File: config.mk
export PLATFORM = sky130hd
export DESIGN_NAME = ibaf_loader
export DESIGN_NICKNAME = d
export VERILOG_FILES = /design/src/ibaf_pkg.sv /design/src/ibaf_crc_hash.sv /design/src/ibaf_loader.sv
export SDC_FILE = /design/constraint.sdc
export NUM_CORES = 1
export LEC_CHECK = 0
export BUFFER_PORTS_ARGS = -buffer_cell sky130_fd_sc_hd__buf_4
export CAP_MARGIN = 20
export CORE_ASPECT_RATIO = 1.2
export CORE_MARGIN = 4
export CORE_UTILIZATION = 45
export DETAILED_ROUTE_END_ITERATION = 6
export PLACE_DENSITY = 0.62
export SYNTH_ARGS = -nofsm -noshare
export SYNTH_HDL_FRONTEND = slang
export SYNTH_HIERARCHICAL = 1
export SYNTH_SLANG_ARGS = --single-unit
export TNS_END_PERCENT = 20
File: constraint.sdc
create_clock -name CLK_IN -period 10.55 [get_ports CLK_IN]
set_input_delay 1.055 -clock CLK_IN [delete_from_list [all_inputs] [get_ports CLK_IN]]
set_output_delay 1.055 -clock CLK_IN [all_outputs]
set_load 0.03 [all_outputs]
File: src/ibaf_pkg.sv
`default_nettype none
package ibaf_pkg;

   // ==========================================================
   // register indices on the plain register port
   // ==========================================================
   localparam logic [7:0] REG_CTRL       = 8'h00;
   localparam logic [7:0] REG_STATUS     = 8'h01;
   localparam logic [7:0] REG_IBASE_LO   = 8'h02;
   localparam logic [7:0] REG_IBASE_HI   = 8'h03;
   localparam logic [7:0] REG_MODE       = 8'h04;
   localparam logic [7:0] REG_RX_LEN     = 8'h05;
   localparam logic [7:0] REG_TX_LEN     = 8'h06;
   localparam logic [7:0] REG_STA0       = 8'h07;
   localparam logic [7:0] REG_STA2       = 8'h09;
   localparam logic [7:0] REG_HASH0      = 8'h0A;
   localparam logic [7:0] REG_HASH3      = 8'h0D;
   localparam logic [7:0] REG_RX_BASE_LO = 8'h0E;
   localparam logic [7:0] REG_RX_BASE_HI = 8'h0F;
   localparam logic [7:0] REG_TX_BASE_LO = 8'h10;
   localparam logic [7:0] REG_TX_BASE_HI = 8'h11;

   // ==========================================================
   // field positions
   // ==========================================================
   localparam int CTRL_START_BIT    = 0;
   localparam int STAT_DONE_BIT     = 0;
   localparam int STAT_BUSY_BIT     = 1;
   localparam int MODE_PROM_BIT     = 15;
   localparam int MODE_BCAST_DIS_BIT = 14;
   localparam int MODE_TX_CKSUM_DIS_BIT = 3;
   localparam int LEN_CODE_MSB      = 15;
   localparam int LEN_CODE_LSB      = 13;

   // ==========================================================
   // initialization block word order
   // ==========================================================
   localparam logic [3:0] WORD_MODE   = 4'h0;
   localparam logic [3:0] WORD_STA0   = 4'h1;
   localparam logic [3:0] WORD_STA2   = 4'h3;
   localparam logic [3:0] WORD_HASH0  = 4'h4;
   localparam logic [3:0] WORD_HASH3  = 4'h7;
   localparam logic [3:0] WORD_RX_LO  = 4'h8;
   localparam logic [3:0] WORD_RX_HI  = 4'h9;
   localparam logic [3:0] WORD_TX_LO  = 4'hA;
   localparam logic [3:0] WORD_TX_HI  = 4'hB;
   localparam logic [23:0] WORD_STEP  = 24'h000002;

   // ==========================================================
   // reset values and hash constants
   // ==========================================================
   localparam logic [15:0] MODE_RST     = 16'h0000;
   localparam logic [15:0] RING_LEN_RST = 16'h0000;
   localparam logic [23:0] IBASE_RST    = 24'h000000;
   localparam logic [15:0] RING_LEN_ONE = 16'h0001;
   localparam logic [31:0] CRC_INIT     = 32'hFFFFFFFF;
   localparam logic [31:0] CRC_POLY     = 32'h04C11DB7;
   localparam int HASH_MSB = 31;
   localparam int HASH_LSB = 26;

   // ==========================================================
   // types
   // ==========================================================
   typedef enum logic [1:0] {
      ST_IDLE  = 2'b00,
      ST_FETCH = 2'b01,
      ST_DONE  = 2'b10
   } ibaf_state_e;

   typedef logic [5:0] ibaf_hash_t;

   typedef struct packed {
      logic        req;
      logic [23:0] addr;
   } ibaf_mem_req_s;

   typedef struct packed {
      logic valid;
      logic accept;
   } ibaf_filt_res_s;

   typedef struct packed {
      ibaf_state_e    state;
      logic [3:0]     idx;
      logic [23:0]    init_base;
      ibaf_mem_req_s  mem;
      logic [15:0]    mode;
      logic [47:0]    station;
      logic [63:0]    hash_mask;
      logic [23:0]    rx_base;
      logic [23:0]    tx_base;
      logic [2:0]     rx_code;
      logic [2:0]     tx_code;
      logic [15:0]    rx_len;
      logic [15:0]    tx_len;
      logic           init_done;
      logic [15:0]    rdata;
      logic [47:0]    da_q;
      logic           da_valid;
      ibaf_filt_res_s filt;
   } ibaf_top_state_s;

endpackage : ibaf_pkg
`default_nettype wire

File: src/ibaf_crc_hash.sv
`timescale 1ns/100ps
`default_nettype none
module ibaf_crc_hash (
   input  wire logic              clk_in,
   input  wire logic              reset_n_in,
   input  wire logic [47:0]       addr_in,
   output var  ibaf_pkg::ibaf_hash_t hash_out
);

   // ==========================================================
   // serial crc unrolled over the 48 address bits, wire order
   // ==========================================================
   logic [31:0]          chain [0:48];
   ibaf_pkg::ibaf_hash_t next_hash;

   assign chain[0] = ibaf_pkg::CRC_INIT;

   generate
      for (genvar g = 0; g < 48; g++) begin : g_bit
         logic fb;
         assign fb           = chain[g][31] ^ addr_in[g];
         assign chain[g + 1] = {chain[g][30:0], 1'b0} ^ (fb ? ibaf_pkg::CRC_POLY : 32'h00000000);
      end
   endgenerate

   always_comb begin
      next_hash = chain[48][ibaf_pkg::HASH_MSB:ibaf_pkg::HASH_LSB];
   end

   always_ff @(posedge clk_in) begin
      if (!reset_n_in) begin
         hash_out <= '0;
      end else begin
         hash_out <= next_hash;
      end
   end

endmodule : ibaf_crc_hash
`default_nettype wire

File: src/ibaf_loader.sv
// Behaviour
// - ring length code in bits 15:13
// - code n gives two to n entries
// - software-written ring lengths override decoded ones
// - first wire bit selects logical or physical
// - crc top six bits pick mask bit
// - empty mask rejects non-broadcast logical addresses unless promiscuous
// - broadcast bypasses mask, accepted unless disabled
// - disabled broadcast accepted only when promiscuous
// - hold 48-bit station address for compare
// - station bit 0 is first wire bit
// - address byte n fills bits 8n+7:8n
// - init copies mode word into mode register
`timescale 1ns/100ps
`default_nettype none
module ibaf_loader (
   input  wire logic                     CLK_IN,
   input  wire logic                     RESET_N_IN,
   input  wire logic [7:0]               REG_ADDR_IN,
   input  wire logic [15:0]              REG_WDATA_IN,
   input  wire logic                     REG_WR_IN,
   input  wire logic                     REG_RD_IN,
   output var  logic [15:0]              REG_RDATA_OUT,
   output var  ibaf_pkg::ibaf_mem_req_s  MEM_REQ_OUT,
   input  wire logic                     MEM_ACK_IN,
   input  wire logic [15:0]              MEM_RDATA_IN,
   input  wire logic                     RX_DA_VALID_IN,
   input  wire logic [47:0]              RX_DA_IN,
   output var  ibaf_pkg::ibaf_filt_res_s FILT_OUT,
   output var  logic [15:0]              MODE_OUT,
   output var  logic [23:0]              RX_RING_BASE_OUT,
   output var  logic [23:0]              TX_RING_BASE_OUT,
   output var  logic [15:0]              RX_RING_LEN_OUT,
   output var  logic [15:0]              TX_RING_LEN_OUT,
   output var  logic                     INIT_DONE_OUT
);

   ibaf_pkg::ibaf_top_state_s st;
   ibaf_pkg::ibaf_top_state_s next_st;
   ibaf_pkg::ibaf_hash_t      hash;
   logic                      wr_start;
   logic                      prom;
   logic                      bcast_dis;
   logic                      is_bcast;
   logic                      is_logical;

   // ==========================================================
   // hash unit, result lines up with the captured address
   // ==========================================================
   ibaf_crc_hash u_hash (
      .clk_in     (CLK_IN),
      .reset_n_in (RESET_N_IN),
      .addr_in    (RX_DA_IN),
      .hash_out   (hash)
   );

   assign wr_start   = REG_WR_IN && (REG_ADDR_IN == ibaf_pkg::REG_CTRL) &&
                       REG_WDATA_IN[ibaf_pkg::CTRL_START_BIT];
   assign prom       = st.mode[ibaf_pkg::MODE_PROM_BIT];
   assign bcast_dis  = st.mode[ibaf_pkg::MODE_BCAST_DIS_BIT];
   assign is_bcast   = &st.da_q;
   assign is_logical = st.da_q[0];

   // ==========================================================
   // next state
   // ==========================================================
   always_comb begin
      next_st = st;

      // ---------------- initialization block fetch
      case (st.state)
         ibaf_pkg::ST_IDLE, ibaf_pkg::ST_DONE: begin
            if (wr_start) begin
               next_st.state     = ibaf_pkg::ST_FETCH;
               next_st.idx       = ibaf_pkg::WORD_MODE;
               next_st.init_done = 1'b0;
               next_st.mem.req   = 1'b1;
               next_st.mem.addr  = st.init_base;
            end
         end
         ibaf_pkg::ST_FETCH: begin
            if (MEM_ACK_IN) begin
               if (st.idx == ibaf_pkg::WORD_MODE) begin
                  next_st.mode = MEM_RDATA_IN;
               end else if (st.idx <= ibaf_pkg::WORD_STA2) begin
                  next_st.station[(int'(st.idx) - 1) * 16 +: 16] = MEM_RDATA_IN;
               end else if (st.idx <= ibaf_pkg::WORD_HASH3) begin
                  next_st.hash_mask[(int'(st.idx) - 4) * 16 +: 16] = MEM_RDATA_IN;
               end else if (st.idx == ibaf_pkg::WORD_RX_LO) begin
                  next_st.rx_base[15:0] = MEM_RDATA_IN;
               end else if (st.idx == ibaf_pkg::WORD_RX_HI) begin
                  next_st.rx_base[23:16] = MEM_RDATA_IN[7:0];
                  next_st.rx_code = MEM_RDATA_IN[ibaf_pkg::LEN_CODE_MSB:ibaf_pkg::LEN_CODE_LSB];
               end else if (st.idx == ibaf_pkg::WORD_TX_LO) begin
                  next_st.tx_base[15:0] = MEM_RDATA_IN;
               end else begin
                  next_st.tx_base[23:16] = MEM_RDATA_IN[7:0];
                  next_st.tx_code = MEM_RDATA_IN[ibaf_pkg::LEN_CODE_MSB:ibaf_pkg::LEN_CODE_LSB];
               end
               if (st.idx == ibaf_pkg::WORD_TX_HI) begin
                  next_st.state     = ibaf_pkg::ST_DONE;
                  next_st.init_done = 1'b1;
                  next_st.mem.req   = 1'b0;
                  next_st.rx_len = ibaf_pkg::RING_LEN_ONE << st.rx_code;
                  next_st.tx_len = ibaf_pkg::RING_LEN_ONE <<
                                   MEM_RDATA_IN[ibaf_pkg::LEN_CODE_MSB:ibaf_pkg::LEN_CODE_LSB];
               end else begin
                  next_st.idx      = st.idx + 4'h1;
                  next_st.mem.addr = st.mem.addr + ibaf_pkg::WORD_STEP;
               end
            end
         end
         default: begin
            next_st.state   = ibaf_pkg::ST_IDLE;
            next_st.mem.req = 1'b0;
         end
      endcase

      // ---------------- register writes
      if (REG_WR_IN) begin
         if (REG_ADDR_IN == ibaf_pkg::REG_IBASE_LO) begin
            next_st.init_base[15:0] = REG_WDATA_IN;
         end else if (REG_ADDR_IN == ibaf_pkg::REG_IBASE_HI) begin
            next_st.init_base[23:16] = REG_WDATA_IN[7:0];
         end else if (REG_ADDR_IN == ibaf_pkg::REG_MODE) begin
            next_st.mode = REG_WDATA_IN;
         end else if (REG_ADDR_IN == ibaf_pkg::REG_RX_LEN) begin
            next_st.rx_len = REG_WDATA_IN;
         end else if (REG_ADDR_IN == ibaf_pkg::REG_TX_LEN) begin
            next_st.tx_len = REG_WDATA_IN;
         end
      end

      // ---------------- register reads, data stand one cycle
      next_st.rdata = 16'h0000;
      if (REG_RD_IN) begin
         if (REG_ADDR_IN == ibaf_pkg::REG_STATUS) begin
            next_st.rdata[ibaf_pkg::STAT_DONE_BIT] = st.init_done;
            next_st.rdata[ibaf_pkg::STAT_BUSY_BIT] = (st.state == ibaf_pkg::ST_FETCH);
         end else if (REG_ADDR_IN == ibaf_pkg::REG_IBASE_LO) begin
            next_st.rdata = st.init_base[15:0];
         end else if (REG_ADDR_IN == ibaf_pkg::REG_IBASE_HI) begin
            next_st.rdata = {8'h00, st.init_base[23:16]};
         end else if (REG_ADDR_IN == ibaf_pkg::REG_MODE) begin
            next_st.rdata = st.mode;
         end else if (REG_ADDR_IN == ibaf_pkg::REG_RX_LEN) begin
            next_st.rdata = st.rx_len;
         end else if (REG_ADDR_IN == ibaf_pkg::REG_TX_LEN) begin
            next_st.rdata = st.tx_len;
         end else if (REG_ADDR_IN >= ibaf_pkg::REG_STA0 && REG_ADDR_IN <= ibaf_pkg::REG_STA2) begin
            next_st.rdata = st.station[(int'(REG_ADDR_IN - ibaf_pkg::REG_STA0)) * 16 +: 16];
         end else if (REG_ADDR_IN >= ibaf_pkg::REG_HASH0 && REG_ADDR_IN <= ibaf_pkg::REG_HASH3) begin
            next_st.rdata = st.hash_mask[(int'(REG_ADDR_IN - ibaf_pkg::REG_HASH0)) * 16 +: 16];
         end else if (REG_ADDR_IN == ibaf_pkg::REG_RX_BASE_LO) begin
            next_st.rdata = st.rx_base[15:0];
         end else if (REG_ADDR_IN == ibaf_pkg::REG_RX_BASE_HI) begin
            next_st.rdata = {st.rx_code, 5'h00, st.rx_base[23:16]};
         end else if (REG_ADDR_IN == ibaf_pkg::REG_TX_BASE_LO) begin
            next_st.rdata = st.tx_base[15:0];
         end else if (REG_ADDR_IN == ibaf_pkg::REG_TX_BASE_HI) begin
            next_st.rdata = {st.tx_code, 5'h00, st.tx_base[23:16]};
         end
      end

      // ---------------- receive address filter, two cycles
      next_st.da_valid = RX_DA_VALID_IN;
      if (RX_DA_VALID_IN) begin
         next_st.da_q = RX_DA_IN;
      end
      next_st.filt.valid = st.da_valid;
      if (prom) begin
         next_st.filt.accept = 1'b1;
      end else if (is_bcast) begin
         next_st.filt.accept = !bcast_dis;
      end else if (is_logical) begin
         next_st.filt.accept = st.hash_mask[hash];
      end else begin
         next_st.filt.accept = (st.da_q == st.station);
      end
   end

   // ==========================================================
   // state register
   // ==========================================================
   always_ff @(posedge CLK_IN) begin
      if (!RESET_N_IN) begin
         st           <= '0;
         st.state     <= ibaf_pkg::ST_IDLE;
         st.mode      <= ibaf_pkg::MODE_RST;
         st.init_base <= ibaf_pkg::IBASE_RST;
         st.rx_len    <= ibaf_pkg::RING_LEN_RST;
         st.tx_len    <= ibaf_pkg::RING_LEN_RST;
      end else begin
         st <= next_st;
      end
   end

   assign REG_RDATA_OUT    = st.rdata;
   assign MEM_REQ_OUT      = st.mem;
   assign FILT_OUT         = st.filt;
   assign MODE_OUT         = st.mode;
   assign RX_RING_BASE_OUT = st.rx_base;
   assign TX_RING_BASE_OUT = st.tx_base;
   assign RX_RING_LEN_OUT  = st.rx_len;
   assign TX_RING_LEN_OUT  = st.tx_len;
   assign INIT_DONE_OUT    = st.init_done;
endmodule : ibaf_loader
`default_nettype wire

======== Word-level counts from Yosys, hierarchy flattened ========
Index checks and enable logic that the tools add are counted.
operators by class
  reductions and logical operators ........ 24
  eq/ne operators ......................... 21
  bitwise operators ....................... 104
  order comparisons ....................... 7
  add/sub/neg operators ................... 8
  muxes and demuxes ....................... 110
  shifts and indexed selects .............. 8
operators by type and width
  kind                                                     number
  bitwise XOR 32 bit                                       47
  two-way mux 27 bit                                       48
  two-way mux 16 bit                                       21
  two-way mux 240 bit                                      1
  two-way mux 214 bit                                      1
  two-way mux 166 bit                                      1
  two-way mux 32 bit                                       4
  two-way mux 118 bit                                      1
  negation 9 -> 33 bit                                     2
  bitwise mux 64 bit                                       1
  two-way mux 64 bit                                       1
  variable shift 16 x 33 -> 64 bit (first input constant)  1
  indexed part select 16 x 33 -> 64 bit                    1
  indexed part select 64 x 13 -> 16 bit                    1
  two-way mux 54 bit                                       1
  bitwise mux 48 bit                                       1
  equality test 48 bit                                     1
  two-way mux 24 bit                                       2
  two-way mux 48 bit                                       1
  case mux 24 bit (2 select lines)                         1
  AND reduction 48 bit                                     1
  variable shift 16 x 33 -> 48 bit (first input constant)  1
  indexed part select 16 x 33 -> 48 bit                    1
  indexed part select 48 x 13 -> 16 bit                    1
  other kinds (53)                                         140
storage, ports and cells
  word-level logic and storage cells ...... 307
  register bits ........................... 343
  output and inout bits ................... 140
  input port bits ......................... 94

======== Longest topological paths before layout ========
  word-level depth ........................ 143
  depth in mapped cells ................... 16
  depth with buffers taken out ............ 13

======== By module ========
The synthesis kept the hierarchy.
modules (own cells, without submodules)
  module         area each (um2)  cells an instance  seq. area each (um2)  instances
  ibaf_loader    18368.9          2129               6726.5                1
  ibaf_crc_hash  2840.2           198                120.1                 1

======== Worst setup path before layout ========
No wires, ideal clock.
  path type ............................... input port to flip-flop
  start point ............................. input port REG_ADDR_IN[0]
  end point ............................... register st (netlist bit TX_RING_LEN_OUT[0])
  path buffers ............................ 6
  stages .................................. 14
  required time ........................... 10.434 ns
  library setup time ...................... 0.116 ns
  arrival time ............................ 3.982 ns
  slack ................................... 6.451 ns
  cell sequence ........................... buf_2 -> buf_2 -> clkinv_1 -> clkbuf_1 -> ha_1 -> clkbuf_1 -> and3b_1 -> buf_2 -> nor2_1 -> o21ai_1 -> nor2_1 -> nand3_1 -> buf_2 -> o211a_1
between the ends
  longest elaborated chain between the ends .. 7
  elaborated cells on any way between the ends .. 11
  those cells by class .................... 5 x eq/ne; 6 x mux
ends and longest elaborated chain
  item                          line                source
  start, declared               ibaf_loader.sv:19   input wire logic [7:0] REG_ADDR_IN,
  equality test 8 x 3 -> 1 bit  ibaf_loader.sv:129  end else if (REG_ADDR_IN == ibaf_pkg::REG_TX_LEN) begin
  two-way mux 16 bit            ibaf_loader.sv:129
  two-way mux 16 bit            ibaf_loader.sv:127  end else if (REG_ADDR_IN == ibaf_pkg::REG_RX_LEN) begin
  two-way mux 32 bit            ibaf_loader.sv:125  end else if (REG_ADDR_IN == ibaf_pkg::REG_MODE) begin
  two-way mux 32 bit            ibaf_loader.sv:123  end else if (REG_ADDR_IN == ibaf_pkg::REG_IBASE_HI) begin
  two-way mux 32 bit (*)        ibaf_loader.sv:121  if (REG_ADDR_IN == ibaf_pkg::REG_IBASE_LO) begin
  two-way mux 32 bit (*)        ibaf_loader.sv:120  if (REG_WR_IN) begin
  end signal, assigned          ibaf_loader.sv:194  st <= next_st;
  end, declared                 ibaf_loader.sv:38   ibaf_pkg::ibaf_top_state_s st;
Every way passes the cells marked *; elsewhere a longest branch is shown, timed or not.
A chain may end at the register's enable or synchronous reset.

======== Final worst setup path ========
  start point ............................. input port REG_ADDR_IN[0]
  end point ............................... register st (netlist bit TX_RING_LEN_OUT[5])
Same word-level chain as after synthesis.

==> summary.md <==
| Metric | Value |
|---|---|
| Slew headroom | `0.242` |
| Worst path required time | `11.02 ns` |
| TritonCTS clock tree | `done` |
| Post-synth EDFFs | `0` |
| Die Y-Extent | `246 um` |
| Synth top area cells | `dfxtp_1, mux2i_1, buf_4, xnor3_1, nor2_1` |
| Setup Buffers After CTS | `0` |
| Largest net degree at the start of global routing | `96` |
| I/O pin total | `234` |
| Clk root buf | `clkbuf_16` |
| Maximum clock frequency | `216 MHz` |
| Synth area leader | `dfxtp_1` |
| Post-synthesis cell type count | `between 90 and 100` |
| Clock latency on the worst-skew pair | `0.53 ns` |
| Hold Path Origin | `next_st[1]` |
| FP Rows | `86` |
| DRC | `0` |
| Met1 GRT Util | `0.349` |
| Final Wtd Congestion | `0.941` |
| CTS H-tree lvls | `2` |
| Post-Syn Nets | `2,446` |
| Vias per std cell | `5.84` |
| CP endpoint kind | `flop` |
| Post-CTS Resized | `0` |
| Kind of critical path | `in -> reg` |
| Final Instance Area | `approximately 23,000 um2` |
| CP max FO | `29` |
| P_leak | `9.96 nW` |
| Antenna violations before repair | `0` |
| CP top delay family | `simple AND/OR/NAND/NOR gates` |
| Post-DP HPWL | `53,200 um` |
| Max Cap Violations | `0` |
| Initial DRC Count | `1,423` |
| Average size of a mapped cell | `9.11 um2` |
| Power Dens Cells | `approximately 210 nW/um2` |
| Syn. warnings | `6` |
| Die Footprint | `between 50,000 and 60,000 um2` |
| Vias | `17,200` |
| FF+latch area | `about 6800 um2` |
| Fin Setup TNS | `0 ns` |
| CTS clock-pin slew for the worst setup and hold paths | `0.06 ns` |
| Final period utilization | `0.439` |
| Sequential fraction of the synthesis area | `0.323` |
| Core region area | `46,300 um2` |
| Final Critical Period | `4.63 ns` |
| RSZ-0062 raised after global routing | `no` |
| Starting Density | `0.458` |
| CP max stage delay | `0.75 ns` |
| R2R Path Start | `st[333]` |
| CTS Buf Count | `38` |
| CP Data Arrival Time | `5.10 ns` |
| Worst setup SP type | `primary input` |
| # fillers | `4,326` |
| P&R area growth vs syn | `10.3%` |
| Peak VDD IR | `around 0.86 mV` |
| Share of cells above drive strength 1 | `0.168` |
| DRT Pass-1 Iters | `6` |
| Min-delay worst type | `reg -> reg` |
| Routed WL | `about 71,000 um` |
| Vias in the first global route | `16,300` |
| Fin. Hold Viols | `0` |
| Final-report max-slew violation count | `0` |
| Worst path bufs/invs | `3` |
| Fin nets | `2,428` |
| Port Buffers | `between 200 and 250` |
| Worst Setup SP | `REG_ADDR_IN[0]` |
| First-pass GRT wire length | `105,000 um` |
| Hold WS | `0.439 ns` |
| Clk sink count | `around 340` |
| Clock Skew | `0.00915 ns` |
| Drt wl/cell | `~24 um` |
| Ys flop type | `dfxtp_1` |
| Mapped cell area | `roughly 21,000 um2` |
| Slowest CP cell | `nand3_1` |
| Share of the synthesized area in the top cell type | `0.323` |
| Crit-path cells | `buf_4 -> clkinv_1 -> ha_1 -> buf_4 -> and3b_1 -> nor2_1 -> o21ai_1 -> nor2_1 -> nand3_1 -> o311ai_0 -> o211a_1` |
| Die width | `206 um` |
| Gr ovfl total | `0` |
| Met3 GRT Util | `0.0340` |
| Total power draw | `0.00490 W` |
| Final core occ | `0.505` |
| Final setup vio count | `0` |
| Total GRT Usage | `0.270` |
| Outcome | `finished clean` |
| DP Area | `22,000 um2` |
| #FFs+latches synth | `342` |
| ANT nets after route | `0` |
| Deepest clock path buffer count | `3` |
| Met2 usage | `0.463` |
| Worst slew pin tran | `around 1.1 ns` |
| Grt peak-use layer | `met2` |
| Cell count after synthesis | `2,327` |
| Multi-input logic area | `12,500 um2` |
| FFs w/ async S/R, synth | `0` |
| CTS Hold Bufs | `0` |
==> worst paths after layout <==
kind                         to  slack (ns)  cells after the start
max          TX_RING_LEN_OUT[5]        5.92                     11
min                 FILT_OUT[1]        0.44                      1
max reg2reg                flop        6.08                     13
min reg2reg         FILT_OUT[1]        0.44                      1
==> cells by family after synthesis <==
logic type	Yosys count	synth area share
flip-flops	342	0.323
AO/OA/AOI/OAI	394	0.120
multiplexers	235	0.130
adder cells (fa/ha/maj)	25	0.0151
XOR/XNOR	238	0.149
AND/OR/NAND/NOR	767	0.175
buffers and inverters	326	0.0878
==> per-layer routing <==
layer	share of wire	vias up
met3	0.067	118
met5	0	-
met1	0.40	8477
met2	0.50	707
li1	-	7946
met4	0.035	0
==> worst register-to-register path, delay by kind of cell (launching register included) <==
family          cells  cell delay (ns)
fa+ha+maj           2             0.60
simple gates        6             1.72
flops               1             0.56
compound gates      2             0.87
buf+inv             3             0.63
==> cells in the final DEF, fill, tap and decap left out, types with 29 or more instances in the layout <==
cell / n
xnor2_1: 85
nor2b_1: 90
xnor3_1: 46
mux4_2: 32
dfxtp_1: 342
mux2i_1: 201
a21boi_0: 46
nor2_1: 226
o21ai_0: 85
buf_4: 247
xor2_1: 75
nand3_1: 74
a21oi_1: 114
clkbuf_16: 39
nand4_1: 29
o211a_1: 29
nand2_1: 221
==> cell type report <==
class | count | area share
Inverter | 18 | 0.00300
Timing Repair Buffer | 250 | 0.0812
Tap cell | 616 | 0.0330
Antenna cell | 1 | 0.000107
Clock inverter | 16 | 0.00722
Clock buffer | 53 | 0.0478
Sequential cell | 342 | 0.293
Multi-Input combinational cell | 1659 | 0.535
==> synthesized netlist by cell type, drive strengths merged (32+ instances only) <==
master,number
nand2,222
dfxtp,342
xor2,79
nor2,229
xnor3,57
mux2i,201
a21oi,114
mux4,32
nand3,74
nor2b,90
xnor2,95
a21boi,46
buf,194
o21ai,87
clkbuf,114
==> stage by stage <==
| stage | setup WS, ns | std cells |
|---|---|---|
| 2_1_floorplan | 6.45 | 2327 |
| 3_3_place_gp | 5.59 | 2881 |
| 3_5_place_dp | 5.43 | 2881 |
| 4_1_cts | 5.79 | 2950 |
| 5_1_grt | 5.56 | 2954 |
| 6_report | 5.92 | 2955 |
==> power by group <==
part / leakage [nW] / switching [W] / total (W) / internal [W]
Clock: 0.642 / 0.000551 / 0.00137 / 0.000817
Sequential: 2.77 / 0.0000450 / 0.00138 / 0.00133
Combinational: 6.55 / 0.000925 / 0.00216 / 0.00123
(Power assumes the default switching activity.)
